[config.mk]
export PLATFORM = sky130hd
export DESIGN_NAME = dcmc_top
export DESIGN_NICKNAME = d
export VERILOG_FILES = /design/src/dcmc_pkg.sv /design/src/dcmc_sync.sv /design/src/dcmc_top.sv
export SDC_FILE = /design/constraint.sdc
export NUM_CORES = 1
export LEC_CHECK = 0
export CORE_MARGIN = 2
export CORE_UTILIZATION = 60
export DETAILED_ROUTE_END_ITERATION = 8
export DONT_BUFFER_PORTS = 1
export PLACE_DENSITY = 0.73
export SYNTH_ARGS = -nofsm -noshare
export SYNTH_HDL_FRONTEND = slang
export SYNTH_SLANG_ARGS = --single-unit
[constraint.sdc]
create_clock -name ref_clk_i -period 3.8 [get_ports ref_clk_i]
set_input_delay 0.19 -clock ref_clk_i [delete_from_list [all_inputs] [get_ports ref_clk_i]]
set_output_delay 0.19 -clock ref_clk_i [all_outputs]
set_load 0.01 [all_outputs]
[src/dcmc_pkg.sv]
// Constants, register map and carrier types of the dual clock mode controller
package dcmc_pkg;
  // Register bus widths
  localparam int ADDR_W = 8;
  localparam int DATA_W = 8;
  // Register offsets
  localparam logic [7:0] OSC_MODE_ADDR = 8'hCA;
  localparam logic [7:0] PORT_WAKE_ADDR = 8'hC0;
  // Field positions of oscillator_mode_control
  localparam int HALT_BIT = 1;
  localparam int CLKSEL_BIT = 2;
  localparam int MODE_LSB = 3;
  localparam int MODE_MSB = 4;
  // Reset values
  localparam logic [7:0] OSC_MODE_RST = 8'h00;
  localparam logic [7:0] PORT_WAKE_RST = 8'hFF;
  localparam logic [7:0] READ_ZERO = 8'h00;
  // CPU mode field codes
  localparam logic [1:0] MODE_NORMAL = 2'h0;
  localparam logic [1:0] MODE_SLEEP = 2'h1;
  localparam logic [1:0] MODE_GREEN = 2'h2;
  // Instruction cycle divisors
  localparam int DIV_HIGH_FAST = 4;
  localparam int DIV_HIGH_SLOW = 8;
  localparam int DIV_LOW = 4;
  localparam int DIV_W = 3;
  // Oscillator warm-up after power-down, in high RC periods
  localparam int WARMUP_TICKS = 64;
  localparam int WARMUP_W = 7;
  // Slow to normal settle time software must respect, in ms
  localparam int SETTLE_MS = 20;
  // Port widths
  localparam int PORT_W = 8;
  // Sequencer states
  typedef enum logic [1:0] {st_run, st_green, st_sleep, st_warmup} dcmc_state_type;
  // Software control bits of oscillator_mode_control
  typedef struct packed {
    logic [1:0] cpu_mode_field;
    logic low_clock_select;
    logic high_osc_halt;
  } dcmc_ctrl_type;
  // Wakeup sources from neighbouring blocks
  typedef struct packed {
    logic timer0_ovf;
    logic timer0_run;
    logic adc_done;
    logic converter_on;
  } dcmc_wake_type;
endpackage

[src/dcmc_sync.sv]
// Two-stage synchroniser with a rising-edge pulse taken after the second stage
`timescale 1ns/1ps
`default_nettype none
module dcmc_sync #(
  parameter int WIDTH = 1
) (
  input wire logic ref_clk_i,
  input wire logic rst_n_i,
  input wire logic ce_i,
  input wire logic [WIDTH-1:0] async_i,
  output logic [WIDTH-1:0] level_o,
  output logic [WIDTH-1:0] rise_o
);
  // First stage, read only by the second
  logic [WIDTH-1:0] meta;
  // Delayed copy for edge detection
  logic [WIDTH-1:0] last;

  // Shift chain, frozen while ce is low
  always_ff @(posedge ref_clk_i) begin
    if (!rst_n_i) begin
      meta <= '0;
      level_o <= '0;
      last <= '0;
    end else if (ce_i) begin
      meta <= async_i;
      level_o <= meta;
      last <= level_o;
    end
  end

  // Rising edge of the settled level
  assign rise_o = level_o & ~last & {WIDTH{ce_i}};
endmodule
`default_nettype wire

[src/dcmc_top.sv]
// Clock selection, instruction rate and operating mode sequencer
`timescale 1ns/1ps
`default_nettype none
// What this block does
// High clock only from internal fast RC
// Low clock RC or crystal, fixed option
// Normal mode divides high clock by 4/8
// Slow mode divides low clock by 4
// Halt bit stops only fast RC
// Clock-select bit picks high or low clock
// Mode field: 00 normal, 01 sleep, 10 green
// Sleep stops both oscillators and execution
// Low oscillator stops only in sleep; the code also keeps it off through warm-up unless the watchdog strap is set
// Watchdog always-on keeps low RC in sleep
// Low RC also clocks the watchdog
// Converter works only with fast RC running
// Sleep exits only by wake pin or reset
// Software waits 20ms before leaving slow
// Green exits by port or running timer0
// Green exits on conversion done if armed
// Converter wake disarmed if off or halted
// Sleep wake waits 64 fast RC periods
// Green wake has no warm-up delay
// Per-pin enable gates port wake
// Any wake clears mode field to 00
// Clock switch is glitch free
module dcmc_top
  import dcmc_pkg::*;
#(
  parameter int WARMUP = WARMUP_TICKS
) (
  input wire logic ref_clk_i,
  input wire logic rst_n_i,
  input wire logic ce_i,
  input wire logic [ADDR_W-1:0] addr_i,
  input wire logic [DATA_W-1:0] wdata_i,
  input wire logic wr_i,
  input wire logic rd_i,
  output logic [DATA_W-1:0] rdata_o,
  input wire logic high_speed_rc_osc_i,
  input wire logic low_speed_rc_osc_i,
  input wire logic crystal_osc_i,
  input wire logic crystal_low_clock_option_i,
  input wire logic high_div8_option_i,
  input wire logic wdt_always_on_i,
  input wire logic [PORT_W-1:0] wake_port_i,
  input wire dcmc_wake_type wake_src_i,
  output logic high_speed_rc_osc_en_o,
  output logic low_speed_rc_osc_en_o,
  output logic sys_tick_o,
  output logic cpu_tick_o,
  output logic cpu_run_o,
  output logic wdt_tick_o,
  output logic converter_allow_o,
  output logic sys_low_o,
  output dcmc_state_type state_o
);
  // Software control bits
  dcmc_ctrl_type ctrl;
  // Per-pin port wake enables
  logic [PORT_W-1:0] port_wake_enable;
  // Sequencer state
  dcmc_state_type state;
  // Straps caught after reset release
  logic xtal_opt;
  logic div8_opt;
  logic wdt_on_opt;
  logic strap_done;
  // Converter wake armed at green entry
  logic adc_armed;
  // Warm-up counter in fast RC periods
  logic [WARMUP_W-1:0] warm_cnt;
  // Instruction divider
  logic [DIV_W-1:0] div_cnt;
  // Synchronised oscillators and port
  logic hosc_tick;
  logic rc_low_tick;
  logic xtal_tick;
  logic low_tick;
  logic [PORT_W-1:0] port_level;
  logic [PORT_W-1:0] port_last;
  // Wake conditions and mode requests
  logic port_wake;
  logic green_wake;
  logic enter_sleep;
  logic enter_green;

  // Mode field decode used in several places
  function automatic logic mode_is(input logic [1:0] field, input logic [1:0] code);
    mode_is = (field == code);
  endfunction

  // Oscillator waveforms arrive asynchronously
  dcmc_sync #(.WIDTH(1)) u_hosc_sync (
    .ref_clk_i(ref_clk_i),
    .rst_n_i(rst_n_i),
    .ce_i(ce_i),
    .async_i(high_speed_rc_osc_i),
    .level_o(),
    .rise_o(hosc_tick)
  );

  dcmc_sync #(.WIDTH(1)) u_lrc_sync (
    .ref_clk_i(ref_clk_i),
    .rst_n_i(rst_n_i),
    .ce_i(ce_i),
    .async_i(low_speed_rc_osc_i),
    .level_o(),
    .rise_o(rc_low_tick)
  );

  dcmc_sync #(.WIDTH(1)) u_xtal_sync (
    .ref_clk_i(ref_clk_i),
    .rst_n_i(rst_n_i),
    .ce_i(ce_i),
    .async_i(crystal_osc_i),
    .level_o(),
    .rise_o(xtal_tick)
  );

  // Port pins for level-change wake
  dcmc_sync #(.WIDTH(PORT_W)) u_port_sync (
    .ref_clk_i(ref_clk_i),
    .rst_n_i(rst_n_i),
    .ce_i(ce_i),
    .async_i(wake_port_i),
    .level_o(port_level),
    .rise_o()
  );

  // Straps sampled once after reset release
  always_ff @(posedge ref_clk_i) begin
    if (!rst_n_i) begin
      strap_done <= 1'b0;
      xtal_opt <= 1'b0;
      div8_opt <= 1'b0;
      wdt_on_opt <= 1'b0;
    end else if (ce_i && !strap_done) begin
      strap_done <= 1'b1;
      xtal_opt <= crystal_low_clock_option_i;
      div8_opt <= high_div8_option_i;
      wdt_on_opt <= wdt_always_on_i;
    end
  end

  // Low clock source fixed by option, never by a register
  assign low_tick = xtal_opt ? xtal_tick : rc_low_tick;

  // Port change detect, each pin gated by its enable
  always_ff @(posedge ref_clk_i) begin
    if (!rst_n_i) begin
      port_last <= '0;
    end else if (ce_i) begin
      port_last <= port_level;
    end
  end
  assign port_wake = |((port_level ^ port_last) & port_wake_enable);

  // Green wake sources; timer only while running, converter only if armed
  assign green_wake = port_wake
                    || (wake_src_i.timer0_ovf && wake_src_i.timer0_run)
                    || (wake_src_i.adc_done && adc_armed);

  // Mode requests seen by the sequencer while running
  assign enter_sleep = mode_is(ctrl.cpu_mode_field, MODE_SLEEP);
  assign enter_green = mode_is(ctrl.cpu_mode_field, MODE_GREEN);

  // Operating mode sequencer
  always_ff @(posedge ref_clk_i) begin
    if (!rst_n_i) begin
      state <= st_run;
      warm_cnt <= '0;
      adc_armed <= 1'b0;
    end else if (ce_i) begin
      case (state)
        st_run: begin
          // Reserved code 11 leaves the mode unchanged
          if (enter_sleep) begin
            state <= st_sleep;
          end else if (enter_green) begin
            state <= st_green;
            adc_armed <= wake_src_i.converter_on && !ctrl.high_osc_halt;
          end
        end
        st_green: begin
          // Clocks keep running, so return at once
          if (green_wake) begin
            state <= st_run;
            adc_armed <= 1'b0;
          end
        end
        st_sleep: begin
          // Only the wake pins leave sleep
          if (port_wake) begin
            state <= st_warmup;
            warm_cnt <= '0;
          end
        end
        default: begin
          // Count fast RC periods while it restarts
          if (hosc_tick) begin
            if (warm_cnt == WARMUP_W'(WARMUP - 1)) begin
              state <= st_run;
            end else begin
              warm_cnt <= warm_cnt + 1'b1;
            end
          end
        end
      endcase
    end
  end

  // Control register, port wake register and mode clearing on wake
  always_ff @(posedge ref_clk_i) begin
    if (!rst_n_i) begin
      ctrl <= dcmc_ctrl_type'(OSC_MODE_RST[MODE_MSB:HALT_BIT]);
      port_wake_enable <= PORT_WAKE_RST;
    end else if (ce_i) begin
      if (state == st_warmup && hosc_tick && warm_cnt == WARMUP_W'(WARMUP - 1)) begin
        // Power-down returns to normal mode on the high clock
        ctrl <= '0;
      end else if (state == st_green && green_wake) begin
        // Green returns to the previous clock mode
        ctrl.cpu_mode_field <= MODE_NORMAL;
      end else if (wr_i && addr_i == OSC_MODE_ADDR) begin
        ctrl.cpu_mode_field <= wdata_i[MODE_MSB:MODE_LSB];
        ctrl.low_clock_select <= wdata_i[CLKSEL_BIT];
        ctrl.high_osc_halt <= wdata_i[HALT_BIT];
      end
      if (wr_i && addr_i == PORT_WAKE_ADDR) begin
        port_wake_enable <= wdata_i;
      end
    end
  end

  // Read data one cycle after the strobe; port wake reads as zero
  always_ff @(posedge ref_clk_i) begin
    if (!rst_n_i) begin
      rdata_o <= READ_ZERO;
    end else if (ce_i) begin
      if (rd_i && addr_i == OSC_MODE_ADDR) begin
        rdata_o <= READ_ZERO;
        rdata_o[MODE_MSB:HALT_BIT] <= ctrl;
      end else begin
        rdata_o <= READ_ZERO;
      end
    end
  end

  // Oscillator enables; fast RC is the only high source
  always_ff @(posedge ref_clk_i) begin
    if (!rst_n_i) begin
      high_speed_rc_osc_en_o <= 1'b1;
      low_speed_rc_osc_en_o <= 1'b1;
    end else if (ce_i) begin
      high_speed_rc_osc_en_o <= (state == st_warmup)
                              || (!ctrl.high_osc_halt && state != st_sleep && !enter_sleep);
      low_speed_rc_osc_en_o <= !(state == st_sleep || enter_sleep) || wdt_on_opt;
    end
  end

  // Source switch takes effect only on an edge of the new source
  always_ff @(posedge ref_clk_i) begin
    if (!rst_n_i) begin
      sys_low_o <= 1'b0;
    end else if (ce_i) begin
      if (ctrl.low_clock_select && !sys_low_o && low_tick) begin
        sys_low_o <= 1'b1;
      end else if (!ctrl.low_clock_select && sys_low_o && hosc_tick) begin
        sys_low_o <= 1'b0;
      end
    end
  end

  // Selected system clock tick; nothing runs in sleep or warm-up
  assign sys_tick_o = (state == st_run || state == st_green)
                    && (sys_low_o ? low_tick : hosc_tick);
  assign cpu_run_o = (state == st_run) && !enter_sleep && !enter_green;

  // Instruction cycle divider, restarted on every source change
  always_ff @(posedge ref_clk_i) begin
    if (!rst_n_i) begin
      div_cnt <= '0;
      cpu_tick_o <= 1'b0;
    end else if (ce_i) begin
      cpu_tick_o <= 1'b0;
      if (sys_low_o != ctrl.low_clock_select && (sys_low_o ? hosc_tick : low_tick)) begin
        div_cnt <= '0;
      end else if (sys_tick_o) begin
        if (sys_low_o ? (div_cnt == DIV_W'(DIV_LOW - 1))
                      : (div_cnt == (div8_opt ? DIV_W'(DIV_HIGH_SLOW - 1) : DIV_W'(DIV_HIGH_FAST - 1)))) begin
          div_cnt <= '0;
          cpu_tick_o <= cpu_run_o;
        end else begin
          div_cnt <= div_cnt + 1'b1;
        end
      end
    end
  end

  // Watchdog clock from the low RC whenever it runs
  assign wdt_tick_o = rc_low_tick && low_speed_rc_osc_en_o;
  // Converter allowed only while the fast RC runs
  assign converter_allow_o = !ctrl.high_osc_halt && state != st_sleep
                           && state != st_warmup;
  assign state_o = state;
endmodule
`default_nettype wire

==> qor_table.md <==
| Item | This run | Unit |
| --- | --- | --- |
| Clock latency reported for the late side of the worst-skew pair | 340 | ps |
| Crit path kind | flop to output port | - |
| Unrepaired setup endpoints after global routing | false | - |
| Total CTS buffers | 9 | - |
| Via count of the first global-routing pass | 2,151 | - |
| Min Tclk post-route | 1990 | ps |
| Endpoint of the worst register-to-register path | ctrl[2] | - |
| Setup Skew | 8.42 | ps |
| CTS clock-pin slew for the worst setup and hold paths | 80 | ps |
| Net count of the finished layout | 397 | - |
| Share of flip-flops with an asynchronous set or reset | 0 | % |
| Ports | 57 | - |
| Syn_area_per_cell | 9.38 | um^2 |
| Core Area | 5170 | um^2 |
| Final hold violation count | 0 | - |
| Full die area | 6060 | um^2 |
| Fraction of final layout cells sized beyond drive strength 1 | 5.60 | % |
| Non-filler cells in the finished layout | 427 | - |
| Least-Margin Pin Slew | 904 | ps |
| Buffers from clock root to sink, at most | 2 | - |
| Row count | 26 | - |
| N_diodes | 0 | - |
| Number of setup buffers added after CTS | 0 | - |
| Count of pins over their slew limit | 0 | - |
| Count of hold buffers inserted by post-cts repair | 12 | - |
| Vias per cell | 5.73 | - |
| DRC violations left | 0 | - |
| Post-synthesis cell type with the largest combined area | dfxtp_1 | - |
| Maximum vdd ir drop | 0.000413 | V |
| Number of instances in the placed design | 399 | - |
| Placed Area | 3250 | um^2 |
| Logic depth of the worst register-to-register path | 6 | - |
| Crit path DAT | 1800 | ps |
| Number of iterations in the first detailed-routing pass | 4 | - |
| Remaining global-route overflow | 0 | - |
| Dominant synthesized flop cell | dfxtp_1 | - |
| Synthesized instance count | 349 | - |
| Netlist Area Pre-Place | 3270 | um^2 |
| Max Clock Freq | 0.502 | GHz |
| Required time of the critical path | 3610 | ps |
| Crit path capture type | output port | - |
| Initial detailed-routing violation count | 212 | - |
| Post-route antenna net violation count | 0 | - |
| Number of clock sinks | 70 | - |
| CP Max Fanout | 6 | - |
| Die Y | 77.9 | um |
| Number of maximum-capacitance violations | 0 | - |
| Finished Cell Area | 3580 | um^2 |
| Aggregate negative setup slack | 0 | ps |
| Clock tree from TritonCTS | built | - |
| FF+latch count, synth | 70 | - |
| Count of flip-flops with a built-in enable after synthesis | 0 | - |
| Root Buffer | clkbuf_8 | - |
| Routability-driven placement congestion ratio | 0.802 | - |
| Critical Path Source Type | flop | - |
| Min-delay worst type | primary input to flop | - |
| Power density over the cells | 401 | nW/um^2 |
| Number of vias after detailed routing | 2,448 | - |
| Worst hold stages | 2 | - |
| Number of warnings reported in the yosys synthesis log | 0 | - |
| Die width | 77.9 | um |
| Routed WL per cell | 14.9 | um |
| Run status | finished, final reports clean | - |
| Final clock period utilization by the worst path | 52.4 | % |
| Aggregate global-route resource usage | 21.5 | % |
| Synth top cells by count | dfxtp_1 (70), mux2i_1 (48), nor2b_1 (47), nand2_1 (34), a21oi_1 (15) | - |
| Synth top area cells | dfxtp_1 (43%), mux2i_1 (15%), nor2b_1 (9.0%), nand2_1 (3.9%), xor2_1 (2.4%) | - |
| Slack of the worst reg-to-reg path | 1820 | ps |
| DPL Wire Length | 4080 | um |
| Share of synthesized area occupied by flip-flops and latches | 42.8 | % |
| Resized cells post-CTS | 0 | - |
| Initial standard-cell utilization of the core | 63.3 | % |
| Hold Path Sink | warm_cnt[3] | - |
| Reg-to-Reg Start | warm_cnt[0] | - |
| Most frequent cell after synthesis | dfxtp_1 | - |
| Wirelength, routed | 6370 | um |
| H-tree depth reported by CTS | 3 | - |
| Port Buffer Count | 0 | - |
| Syn-to-layout area delta | 9.48 | % |
| Pin count of the biggest net entering global routing | 59 | - |
| Distinct cells, synth | 47 | - |
| Slew margin rel. | 39.2 | % |
| Min-Delay Startpoint | rst_n_i | - |
| Wire length of the first global-routing pass | 10,200 | um |
| Yosys top cell area share | 42.8 | % |
| Count of final setup violators | 0 | - |
| Antenna violations before repair | 0 | - |
| Static Leakage | 1.46 | nW |
[worst max-delay path, stage by stage (launching register included)]
cell	delay (ps)
dfxtp_1	360
inv_1	70
ha_1	260
nor4_1	770
[stage by stage]
stage / hold WS [ps] / total power [mW] / setup WS, ps / utilization [%]
2_1_floorplan: 315 / 0.854 / 2000 / -
3_3_place_gp: 259 / 0.841 / 1890 / 62.9
3_5_place_dp: 263 / 0.843 / 1830 / 62.9
4_1_cts: 1.18 / 1.45 / 1800 / 69.3
5_1_grt: 16.0 / 1.49 / 1640 / 69.3
6_report: 17.5 / 1.44 / 1810 / 69.3
[where the power goes]
| part | total, mW | internal (mW) | switching [mW] |
|---|---|---|---|
| registers | 0.760 | 0.749 | 0.0104 |
| clock network | 0.590 | 0.318 | 0.272 |
| logic | 0.0865 | 0.0455 | 0.0410 |
[per-layer routing]
metal  track usage (%)  vias to the layer above  share of wire (%)
met5                 0                        -                  0
met4              9.11                        0                1.3
met1              29.8                     1127                 50
met2              31.6                       85                 42
met3              5.70                        6                7.0
li1                  -                     1230                  -
[registers in the layout, summed over array words and instances, names as in the netlist, 2 cells and up]
name	cells
state_o	2
u_port_sync.meta	8
port_last	8
warm_cnt	7
u_port_sync.level_o	8
ctrl	4
port_wake_enable	8
div_cnt	3
rdata_o	4
[area by class of cell]
type                    count  area, um^2
clock inverters             6        61.3
well taps                  70        87.6
fillers                   414        1590
multi-input cells         248        1720
clock buffers              10         138
flip-flops and latches     70        1400
repair buffers             12         130
inverters                  11        41.3
[how the worst max path moves through the flow]
stage                 from     endpoint  cells past startpoint
2_1_floorplan  warm_cnt[0]      ctrl[2]                      6
3_3_place_gp   warm_cnt[0]      ctrl[2]                      6
3_5_place_dp   warm_cnt[0]      ctrl[3]                      6
4_1_cts            ctrl[3]    cpu_run_o                      3
5_1_grt        warm_cnt[0]  warm_cnt[5]                      6
6_report           ctrl[3]    cpu_run_o                      3
[layout by cell type (no fill, tap or decap), types with 4 or more instances in the layout]
master	n
dfxtp_1	70
mux2i_1	48
nor2b_1	47
nand2_1	34
a21oi_1	15
inv_1	11
dlygate4sd3_1	11
clkbuf_8	10
nor2_1	9
xor2_1	9
nand4_1	8
o21ai_0	8
ha_1	6
nand3_1	5
a22oi_1	5
o22ai_1	4
conb_1	4
[kinds of logic (layout without fill, tap and decap cells)]
kind of cell | after synthesis | after routing | synth area share (%)
simple gates | 125 | 125 | 21.4
flops | 70 | 70 | 42.8
compound gates | 56 | 56 | 11.4
mux | 48 | 48 | 14.7
buf+inv | 34 | 39 | 4.85
xor+xnor | 9 | 9 | 2.41
fa+ha+maj | 6 | 6 | 2.29
other cells | 1 | 4 | 0.115
Note: power is estimated with default switching activity, not from simulation.
